`config.mk`:
```
export PLATFORM = sky130hd
export DESIGN_NAME = flash_pe_guard
export DESIGN_NICKNAME = d
export VERILOG_FILES = /design/src/hdl/flash_guard_pkg.sv /design/src/hdl/flash_pe_guard.sv
export SDC_FILE = /design/constraint.sdc
export NUM_CORES = 1
export LEC_CHECK = 0
export BUFFER_PORTS_ARGS = -buffer_cell sky130_fd_sc_hd__buf_2
export CAP_MARGIN = 5
export CORE_MARGIN = 4
export CORE_UTILIZATION = 53
export CTS_BUF_LIST = sky130_fd_sc_hd__clkbuf_8
export DETAILED_ROUTE_END_ITERATION = 6
export GPL_ROUTABILITY_DRIVEN = 0
export GPL_TIMING_DRIVEN = 0
export PLACE_DENSITY = 0.77
export SYNTH_ARGS = -nofsm -noshare
export SYNTH_HDL_FRONTEND = slang
export SYNTH_SLANG_ARGS = --single-unit
```
`constraint.sdc`:
```
create_clock -name clk -period 5 [get_ports clk]
set_input_delay 0.75 -clock clk [delete_from_list [all_inputs] [get_ports clk]]
set_output_delay 0.75 -clock clk [all_outputs]
set_load 0.05 [all_outputs]
```
`src/hdl/flash_guard_pkg.sv`:
```
package flash_guard_pkg;

   // ************************************************************
   // register map (byte addresses)
   // ************************************************************
   localparam logic [31:0] PE_WRITE_GUARD_ADDR        = 32'h0008c296;
   localparam logic [31:0] ACCESS_STATUS_ADDR         = 32'h007fe010;
   localparam logic [31:0] ACCESS_ERROR_IRQ_EN_ADDR   = 32'h007fe014;
   localparam logic [31:0] READY_IRQ_ENABLE_ADDR      = 32'h007fe018;
   localparam logic [31:0] CMD_START_ADDRESS_ADDR     = 32'h007fe030;
   localparam logic [31:0] CMD_END_ADDRESS_ADDR       = 32'h007fe034;
   localparam logic [31:0] FIRMWARE_RAM_ENABLE_ADDR   = 32'h007fe054;
   localparam logic [31:0] SEQUENCER_STATUS_ADDR      = 32'h007fe080;
   localparam logic [31:0] PE_MODE_ENTRY_ADDR         = 32'h007fe084;
   localparam logic [31:0] PROTECTION_CONTROL_ADDR    = 32'h007fe088;
   localparam logic [31:0] SETUP_INITIALIZE_ADDR      = 32'h007fe08c;
   localparam logic [31:0] LOCK_BIT_STATUS_ADDR       = 32'h007fe090;
   localparam logic [31:0] COMMAND_ISSUE_ADDR         = 32'h007fe0a0;
   localparam logic [31:0] PE_ERROR_STATUS_ADDR       = 32'h007fe0c0;
   localparam logic [31:0] BLANK_CHECK_CONTROL_ADDR   = 32'h007fe0d0;
   localparam logic [31:0] BLANK_CHECK_STATUS_ADDR    = 32'h007fe0d4;
   localparam logic [31:0] PROGRAM_START_ADDRESS_ADDR = 32'h007fe0d8;
   localparam logic [31:0] PROCESSING_SWITCH_ADDR     = 32'h007fe0e0;
   localparam logic [31:0] PROCESSING_CLOCK_ADDR      = 32'h007fe0e4;
   localparam logic [31:0] SEQ_REGION_FIRST_ADDR      = 32'h007fe010;
   localparam logic [31:0] SEQ_REGION_LAST_ADDR       = 32'h007fe0e4;

   // ************************************************************
   // field positions and values after reset
   // ************************************************************
   localparam int          CORR_BIT          = 0;   // correction flag
   localparam int          DATA_VIOL_BIT     = 3;   // data violation
   localparam int          LOCK_FLAG_BIT     = 4;   // command lock
   localparam int          CODE_VIOL_BIT     = 7;   // code violation
   localparam int          STAT_MONITOR_BIT  = 0;
   localparam int          STAT_ILLEGAL_BIT  = 14;
   localparam int          STAT_READY_BIT    = 15;
   localparam logic [7:0]  STATUS_USED_MASK  = 8'h99;
   localparam logic [1:0]  PE_ENABLE_VALUE   = 2'h1;
   localparam logic [7:0]  GUARD_RESET       = 8'h00;
   localparam logic [7:0]  STATUS_RESET      = 8'h00;
   localparam logic [7:0]  ERR_IRQ_EN_RESET  = 8'h99;
   localparam logic [7:0]  READY_IRQ_RESET   = 8'h00;
   localparam logic [31:0] ADDR_REG_RESET    = 32'h00000000;
   localparam logic [31:0] ADDR_RO_MASK      = 32'hfffffffc;

   // ************************************************************
   // address windows checked at command issue
   // ************************************************************
   localparam logic [18:0] DATA_RSVD_LO      = 19'h10000;
   localparam logic [18:0] DATA_RSVD_HI      = 19'h7ffff;
   localparam logic [18:0] CFG_LOW_HI        = 19'h0003f;
   localparam logic [18:0] CFG_HIGH_LO       = 19'h00100;
   localparam logic [23:0] CODE_RSVD_HI      = 24'hbfffff;

   // ************************************************************
   // command codes and flash modes seen from the engine
   // ************************************************************
   typedef enum logic [2:0] {
      CMD_PROGRAM      = 3'h0,
      CMD_BLOCK_ERASE  = 3'h1,
      CMD_BLANK_CHECK  = 3'h2,
      CMD_LOCK_PROGRAM = 3'h3,
      CMD_STATUS_CLEAR = 3'h4,
      CMD_FORCED_STOP  = 3'h5,
      CMD_CONFIG_SET   = 3'h6,
      CMD_OTHER        = 3'h7
   } command_e;

   typedef enum logic [1:0] {
      MODE_READ = 2'h0,
      MODE_CODE = 2'h1,
      MODE_DATA = 2'h2
   } flash_mode_e;

endpackage

```
`src/hdl/flash_pe_guard.sv`:
```
// Overview of operation
// - guard field 01 alone permits program, erase, blank check, lock program
// - unused guard and status bits read zero; software writes zero there
// - guard register resets on any reset and on either standby entry
// - single-bit fix on firmware RAM or parameter read sets correction flag
// - double-bit firmware RAM error sets lock flag, correction flag unchanged
// - forced stop start clears correction flag when monitor flag is set
// - violation flags clear only by writing zero after one was read
// - either violation flag also sets the command lock flag
// - either violation flag also sets the illegal command error
// - lock clears on status clear or forced stop with no violations
// - any protection error detected by the engine sets the lock flag
// - data mode command at start 1_0000h..7_FFFFh flags data violation
// - data mode config set outside 0_0040h..0_00FFh flags data violation
// - code mode command at start address up to BF_FFFFh flags code violation
// - registers decode at their listed addresses with their listed widths
// - each error flag raises the error interrupt only when enabled
// - start address writes ignored while busy; its two low bits read only
`timescale 1ns/100ps

module flash_pe_guard
   import flash_guard_pkg::*;
(
   // clock and reset
   input  wire logic        clk,
   input  wire logic        rstn,
   // register port from the host processor
   input  wire logic [31:0] regAddr,
   input  wire logic        regWrite,
   input  wire logic        regRead,
   input  wire logic [31:0] regWdata,
   output logic      [31:0] regRdata,
   output logic             regRvalid,
   // events from the flash control engine
   input  wire logic        cmdStart,
   input  wire logic [2:0]  cmdCode,
   input  wire logic [1:0]  flashMode,
   input  wire logic        singleBitCorrected,
   input  wire logic        doubleBitError,
   input  wire logic        protectionError,
   input  wire logic        correctionMonitorFlag,
   input  wire logic        sequencerReadyFlag,
   // power management
   input  wire logic        standbyEntry,
   // results towards the engine and the interrupt controller
   output logic             cmdPermitted,
   output logic             cmdRefused,
   output logic             commandLockedFlag,
   output logic             illegalCommandError,
   output logic             accessErrorIrq
);

   // ************************************************************
   // storage
   // ************************************************************
   logic [7:0]  guard_r;
   logic [7:0]  status_r;
   logic [7:0]  errIrqEn_r;
   logic [7:0]  readyIrqEn_r;
   logic [31:0] startAddr_r;
   logic [31:0] endAddr_r;
   logic        illegal_r;
   logic [1:0]  violRead_r;    // {code, data} seen as one by a read

   // ************************************************************
   // address decode
   // ************************************************************
   logic hitGuard;
   logic hitStatus;
   logic hitErrEn;
   logic hitRdyEn;
   logic hitStart;
   logic hitEnd;
   logic hitSeqStat;
   logic hitSeqRegion;

   // decode map
   // full compare; partial decode would alias the guard byte
   assign hitGuard     = (regAddr == PE_WRITE_GUARD_ADDR);
   assign hitStatus    = (regAddr == ACCESS_STATUS_ADDR);
   assign hitErrEn     = (regAddr == ACCESS_ERROR_IRQ_EN_ADDR);
   assign hitRdyEn     = (regAddr == READY_IRQ_ENABLE_ADDR);
   assign hitStart     = (regAddr == CMD_START_ADDRESS_ADDR);
   assign hitEnd       = (regAddr == CMD_END_ADDRESS_ADDR);
   assign hitSeqStat   = (regAddr == SEQUENCER_STATUS_ADDR);
   assign hitSeqRegion = (regAddr >= SEQ_REGION_FIRST_ADDR) &&
                         (regAddr <= SEQ_REGION_LAST_ADDR);

   // ************************************************************
   // command checks
   // ************************************************************
   logic [18:0] dataOfs;
   logic [23:0] codeOfs;
   logic        isPeCmd;
   logic        isClearCmd;
   logic        guardOpen;
   logic        dataViol;
   logic        codeViol;
   logic        newViol;

   assign dataOfs = startAddr_r[18:0];
   assign codeOfs = startAddr_r[23:0];

   // commands that the guard field gates
   assign isPeCmd = (cmdCode == CMD_PROGRAM) ||
                    (cmdCode == CMD_BLOCK_ERASE) ||
                    (cmdCode == CMD_BLANK_CHECK) ||
                    (cmdCode == CMD_LOCK_PROGRAM);

   // the two commands that may lift the lock
   assign isClearCmd = (cmdCode == CMD_STATUS_CLEAR) ||
                       (cmdCode == CMD_FORCED_STOP);

   assign guardOpen = (guard_r[1:0] == PE_ENABLE_VALUE);

   // data area windows
   // only the low 19 address bits count in data mode
   always_comb begin
      dataViol = 1'b0;
      if (cmdStart && (flashMode == MODE_DATA)) begin
         if (cmdCode == CMD_CONFIG_SET) begin
            dataViol = (dataOfs <= CFG_LOW_HI) ||
                       (dataOfs >= CFG_HIGH_LO);
         end else begin
            dataViol = (dataOfs >= DATA_RSVD_LO) &&
                       (dataOfs <= DATA_RSVD_HI);
         end
      end
   end

   // code area window
   // the top byte is ignored in code mode
   assign codeViol = cmdStart && (flashMode == MODE_CODE) &&
                     (codeOfs <= CODE_RSVD_HI);

   assign newViol = dataViol || codeViol;

   // ************************************************************
   // command outcome
   // ************************************************************
   logic refuse;

   // a locked engine or a closed guard turns the command away
   // clear commands always pass: the only way out of the lock
   assign refuse = commandLockedFlag || newViol ||
                   (isPeCmd && !guardOpen && !isClearCmd);

   // permit or refuse
   // one pulse per command, never both
   always_ff @(posedge clk) begin
      if (!rstn) begin
         cmdPermitted <= 1'b0;
         cmdRefused   <= 1'b0;
      end else begin
         cmdPermitted <= cmdStart && (isClearCmd || !refuse);
         cmdRefused   <= cmdStart && !isClearCmd && refuse;
      end
   end

   // ************************************************************
   // guard register
   // ************************************************************
   // reset and standby entry reload
   // standby beats a write, so the guard always comes back closed
   always_ff @(posedge clk) begin
      if (!rstn || standbyEntry) begin
         guard_r <= GUARD_RESET;
      end else if (regWrite && hitGuard) begin
         guard_r <= {6'h00, regWdata[1:0]};
      end
   end

   // ************************************************************
   // access status flags
   // ************************************************************
   logic wrStatus;
   logic rdStatus;
   logic clrData;
   logic clrCode;
   logic lockRelease;
   logic eccClear;

   assign wrStatus = regWrite && hitStatus;
   assign rdStatus = regRead && hitStatus;

   // zero written only after a one was read
   // a blind zero must not wipe an unseen violation
   assign clrData = wrStatus && !regWdata[DATA_VIOL_BIT] && violRead_r[0];
   assign clrCode = wrStatus && !regWdata[CODE_VIOL_BIT] && violRead_r[1];

   // both violations zero when the clear command starts
   // flags as they stood before this edge count
   assign lockRelease = cmdStart && isClearCmd &&
                        !status_r[DATA_VIOL_BIT] &&
                        !status_r[CODE_VIOL_BIT];

   assign eccClear = cmdStart && (cmdCode == CMD_FORCED_STOP) &&
                     correctionMonitorFlag;

   // remember a read of one so that a later zero may clear
   // the mark falls with its flag: a new violation needs a new read
   always_ff @(posedge clk) begin
      if (!rstn) begin
         violRead_r <= 2'b00;
      end else begin
         if (!status_r[DATA_VIOL_BIT] || clrData) begin
            violRead_r[0] <= 1'b0;
         end else if (rdStatus) begin
            violRead_r[0] <= 1'b1;
         end
         if (!status_r[CODE_VIOL_BIT] || clrCode) begin
            violRead_r[1] <= 1'b0;
         end else if (rdStatus) begin
            violRead_r[1] <= 1'b1;
         end
      end
   end

   // flags reset to zero; a set in the clear cycle wins
   // reserved bits are rewritten to zero every cycle
   always_ff @(posedge clk) begin
      if (!rstn) begin
         status_r <= STATUS_RESET;
      end else begin
         // correction flag
         // set beats the forced stop clear
         if (singleBitCorrected) begin
            status_r[CORR_BIT] <= 1'b1;
         end else if (eccClear) begin
            status_r[CORR_BIT] <= 1'b0;
         end
         if (dataViol) begin
            status_r[DATA_VIOL_BIT] <= 1'b1;
         end else if (clrData) begin
            status_r[DATA_VIOL_BIT] <= 1'b0;
         end
         if (codeViol) begin
            status_r[CODE_VIOL_BIT] <= 1'b1;
         end else if (clrCode) begin
            status_r[CODE_VIOL_BIT] <= 1'b0;
         end
         // lock set, release
         // a double-bit error leaves the correction flag alone
         // a new error in the release cycle keeps the lock
         if (newViol || doubleBitError || protectionError) begin
            status_r[LOCK_FLAG_BIT] <= 1'b1;
         end else if (lockRelease) begin
            status_r[LOCK_FLAG_BIT] <= 1'b0;
         end
         status_r[2:1] <= 2'b00;
         status_r[6:5] <= 2'b00;
      end
   end

   // illegal command error follows the violations
   always_ff @(posedge clk) begin
      if (!rstn) begin
         illegal_r <= 1'b0;
      end else if (newViol) begin
         illegal_r <= 1'b1;
      end else if (lockRelease) begin
         illegal_r <= 1'b0;
      end
   end

   // lock and error outputs mirror the flags one for one
   // both are flops, so the engine sees no decode glitch
   assign commandLockedFlag   = status_r[LOCK_FLAG_BIT];
   assign illegalCommandError = illegal_r;

   // ************************************************************
   // interrupt enables and address registers
   // ************************************************************
   // enables keep only the defined bits
   always_ff @(posedge clk) begin
      if (!rstn) begin
         errIrqEn_r   <= ERR_IRQ_EN_RESET;
         readyIrqEn_r <= READY_IRQ_RESET;
      end else begin
         if (regWrite && hitErrEn) begin
            errIrqEn_r <= regWdata[7:0] & STATUS_USED_MASK;
         end
         if (regWrite && hitRdyEn) begin
            readyIrqEn_r <= {7'h00, regWdata[0]};
         end
      end
   end

   // writes only while ready; low two bits read only
   // a busy engine still uses the address, so writes drop
   always_ff @(posedge clk) begin
      if (!rstn) begin
         startAddr_r <= ADDR_REG_RESET;
         endAddr_r   <= ADDR_REG_RESET;
      end else if (regWrite && sequencerReadyFlag) begin
         if (hitStart) begin
            startAddr_r <= regWdata & ADDR_RO_MASK;
         end
         if (hitEnd) begin
            endAddr_r <= regWdata & ADDR_RO_MASK;
         end
      end
   end

   // enabled flags drive the error interrupt
   // one cycle behind the flags, for a flop-driven output
   always_ff @(posedge clk) begin
      if (!rstn) begin
         accessErrorIrq <= 1'b0;
      end else begin
         accessErrorIrq <= |(status_r & errIrqEn_r & STATUS_USED_MASK);
      end
   end

   // ************************************************************
   // read data
   // ************************************************************
   logic [31:0] rdMux;
   logic [31:0] seqStatus;

   // live view of the engine state for software
   // the other status bits belong to the engine, not here
   always_comb begin
      seqStatus = 32'h00000000;
      seqStatus[STAT_MONITOR_BIT] = correctionMonitorFlag;
      seqStatus[STAT_ILLEGAL_BIT] = illegal_r;
      seqStatus[STAT_READY_BIT]   = sequencerReadyFlag;
   end

   // mapped but not held here reads zero, as does unmapped space
   always_comb begin
      rdMux = 32'h00000000;
      if (hitGuard) begin
         rdMux = {24'h000000, guard_r};
      end else if (hitStatus) begin
         rdMux = {24'h000000, status_r};
      end else if (hitErrEn) begin
         rdMux = {24'h000000, errIrqEn_r};
      end else if (hitRdyEn) begin
         rdMux = {24'h000000, readyIrqEn_r};
      end else if (hitStart) begin
         rdMux = startAddr_r;
      end else if (hitEnd) begin
         rdMux = endAddr_r;
      end else if (hitSeqStat) begin
         rdMux = seqStatus;
      end else if (hitSeqRegion) begin
         rdMux = 32'h00000000;
      end
   end

   // answer registered one cycle after the strobe
   // data is held between reads for a slow host
   always_ff @(posedge clk) begin
      if (!rstn) begin
         regRdata  <= 32'h00000000;
         regRvalid <= 1'b0;
      end else begin
         regRvalid <= regRead;
         if (regRead) begin
            regRdata <= rdMux;
         end
      end
   end

endmodule

```
==> results.md <==
* Status: finished clean
* Io pins at approximately 120
* GRT Total Usage at a little under a quarter
* Crit-path cells: buf_2 -> or4_4 -> nor4_1 -> nand4_1 -> clkbuf_1 -> o21ai_0
* Clock root buffer: clkbuf_8
* Max_cap viols at 0
* Clock Path Buffers at 2
* Syn-to-layout area delta at 18.2%
* Top FF cell, synth: dfxtp_1
* Post-synthesis simple-gate area fraction at 23.6%
* Most used routing layer: met2
* Fin Clk Skew at between 0.01 and 0.015 ns
* Register area share after synthesis at 45.2%
* Clk slew on worst S/H paths at about 0.090 ns
* Cell family with most CP delay: simple AND/OR/NAND/NOR gates
* RSZ-0062 raised after global routing: no
* Crit end category: register
* Count leader, synth: nand2_1
* HP Class: reg2reg
* Largest net degree at the start of global routing at 18
* Count of flip-flops with a built-in enable after synthesis at 0
* Yosys reg bits at 110
* Total die area at approximately 0.011 mm2
* Share of synthesized registers carrying an async set or reset at 0%
* Max-slew violation count at 0
* Fin. Hold Viols at 0
* Rows at 34
* P_leak at 2.70 nW
* Crit-path slowest cell: or4_4
* Tot Pwr at between 1.5 and 2 mW
* DR iter-0 viols at 220
* Largest family of logic cells by synthesized area: simple AND/OR/NAND/NOR gates
* H-tree depth at 3
* Core footprint at 0.00885 mm2
* Syn nets at between 600 and 700
* Compound-Gate Fraction of Synth Area at between 8 and 9%
* Synth Area in XOR/XNOR at 0%
* Met3 Usage GRT at under 10%
* Post-synthesis mux area share at about a fifth
* First-pass GRT wire length at 20900 um
* Routed wire length at 12700 um
* CP Buf/Inv Count at 2
* Routed length per instance at between 15 and 20 um
* Die width at ~100 um
* Grt met2 use at between 30 and 40%
* Synth warnings at 0
* Kind of critical path: in2reg
* Post-synth cell types at between 50 and 60
* Synth Area in Adders at 0%
* Synth area leaders: dfxtp_1 45%, mux2i_1 19%, nand2_1 11%
* CTS tree: done
* Initial antenna violation count at 0
* Worst-Skew Late Latency at roughly 0.37 ns
* Via count at between 4k and 5k
* Vias in the first global route at ~4.4k
* Peak VDD IR at around 0.16 mV
* Dominant cell type by area after synthesis: dfxtp_1
* Number of port buffers at ~120
* WHS at between 0.4 and 0.5 ns
* Final Critical Period at between 2 and 3 ns
* Share of layout cells above drive strength 1 at between 20% and 30%
* DRC viols at 0
* Setup tns final at 0 ns
* Syn_area_per_cell at ~9 um2
* Die H at about 100 um
* Crit-path max FO at 10
* CTS Buf Count at 9
* Achievable frequency at 0.366 GHz
* Yosys top cell area share at between 40% and 50%
* Worst path max stage delay at 0.55 ns
* Setup bufs post-CTS at 0
* Crit path DAT at 3.01 ns
* DR pass1 iterations at 5
* HPWL after detailed placement at roughly 9600 um
* Hold buffer count at cts at 0
* Vias per std cell at ~5.6
* Gate count after technology mapping at roughly 530
* Final nets at 739
* Synth cell count leaders: 140 x nand2_1, 110 x dfxtp_1, 94 x mux2i_1
* Max_slew headroom at 43.5%
* Pwr dens at roughly 260 mW/mm2
* Worst endpoint required time at 5.28 ns
* Diodes inserted at 0
* Starting Density at 55.1%
* Tcrit/Tclk final at 54.7%
* GR Overflow Total at 0
* # clock sinks at 110
* Cell Area, Synth at about 0.0049 mm2
* Setup crit start kind: primary input
* GR Layer Usage met1 at 29.2%
* Final setup violation count at 0
* CTS resizes at 0
* Detail Route Antenna Nets at 0
* Worst Tran Pin Value at about 0.85 ns
==> metrics by stage <==
stage	cell area, um2	util (%)	instances	worst slack (ns)
floorplan	4870	-	533	2.50
global placement	5580	63.1	756	2.06
detailed placement	5580	63.1	756	1.94
CTS	5760	65.1	772	2.31
global route	5760	65.1	772	2.16
finish	5760	65.1	772	2.27
==> routing by layer <==
| layer | share of wire, % | up-vias |
|---|---|---|
| met2 | 46 | 164 |
| met4 | 3.1 | 0 |
| li1 | - | 2127 |
| met3 | 6.7 | 27 |
| met1 | 44 | 2005 |
| met5 | 0 | - |
==> report_power, final <==
part / total (mW) / internal (mW) / switching, mW
sequential: 0.883 / 0.880 / 0.00332
combinational: 0.132 / 0.0500 / 0.0821
clock: 0.490 / 0.194 / 0.296
==> state kept, by name, summed over array words and instances, names as in the netlist <==
signal,cells
violRead_r,2
accessErrorIrq,1
status_r,4
guard_r,2
readyIrqEn_r,1
cmdPermitted,1
endAddr_r,30
startAddr_r,30
regRvalid,1
errIrqEn_r,4
regRdata,32
cmdRefused,1
illegalCommandError,1
==> path summary, 6_finish.rpt <==
check / from / to / slack (ns) / cells past startpoint
worst max register to register: startAddr_r[16] / cmdRefused / 3.08 / 4
worst min-delay path: regRdata[13] / regRdata[13] / 0.46 / 2
worst min register to register: regRdata[13] / regRdata[13] / 0.46 / 2
worst max-delay path: regAddr[24] / regRdata[20] / 2.27 / 6
==> cells by family after synthesis <==
logic type,count (synthesis)
and+or+nand+nor,225
DFF,110
muxes,95
AOI/OAI and AO/OA,63
buffers and inverters,40
==> worst reg2reg max path, stage by stage, from the launching register on <==
cell	delay (ns)
dfxtp_1	0.34
nor3_1	0.53
o2111ai_1	0.36
a2111o_1	0.46
nor3b_1	0.14
==> placed cells by master, fill, tap and decap left out, types with 4 or more instances in the layout <==
| master | Yosys | routed |
|---|---|---|
| a211oi_1 | 6 | 6 |
| a21boi_0 | 4 | 4 |
| a21oi_1 | 5 | 5 |
| and3_1 | 4 | 4 |
| buf_2 | 7 | 122 |
| clkbuf_1 | 24 | 24 |
| clkbuf_8 | 0 | 10 |
| dfxtp_1 | 110 | 110 |
| inv_1 | 6 | 8 |
| mux2i_1 | 94 | 94 |
| nand2_1 | 140 | 140 |
| nand3_1 | 5 | 5 |
| nand3b_1 | 5 | 5 |
| nand4_1 | 8 | 8 |
| nor2b_1 | 16 | 16 |
| nor3_1 | 6 | 6 |
| nor3b_1 | 4 | 4 |
| nor4_1 | 8 | 8 |
| o21ai_0 | 28 | 28 |
==> area by class of cell <==
cell class	count	area [um2]
clock inverters	6	37.5
clock buffers	10	138
multi-input cells	383	2500
inverters	6	22.5
repair buffers	115	576
flip-flops and latches	110	2200
fillers	788	3090
well taps	108	135
plain buffers	34	144
Note: power is estimated with default switching activity, not from simulation.
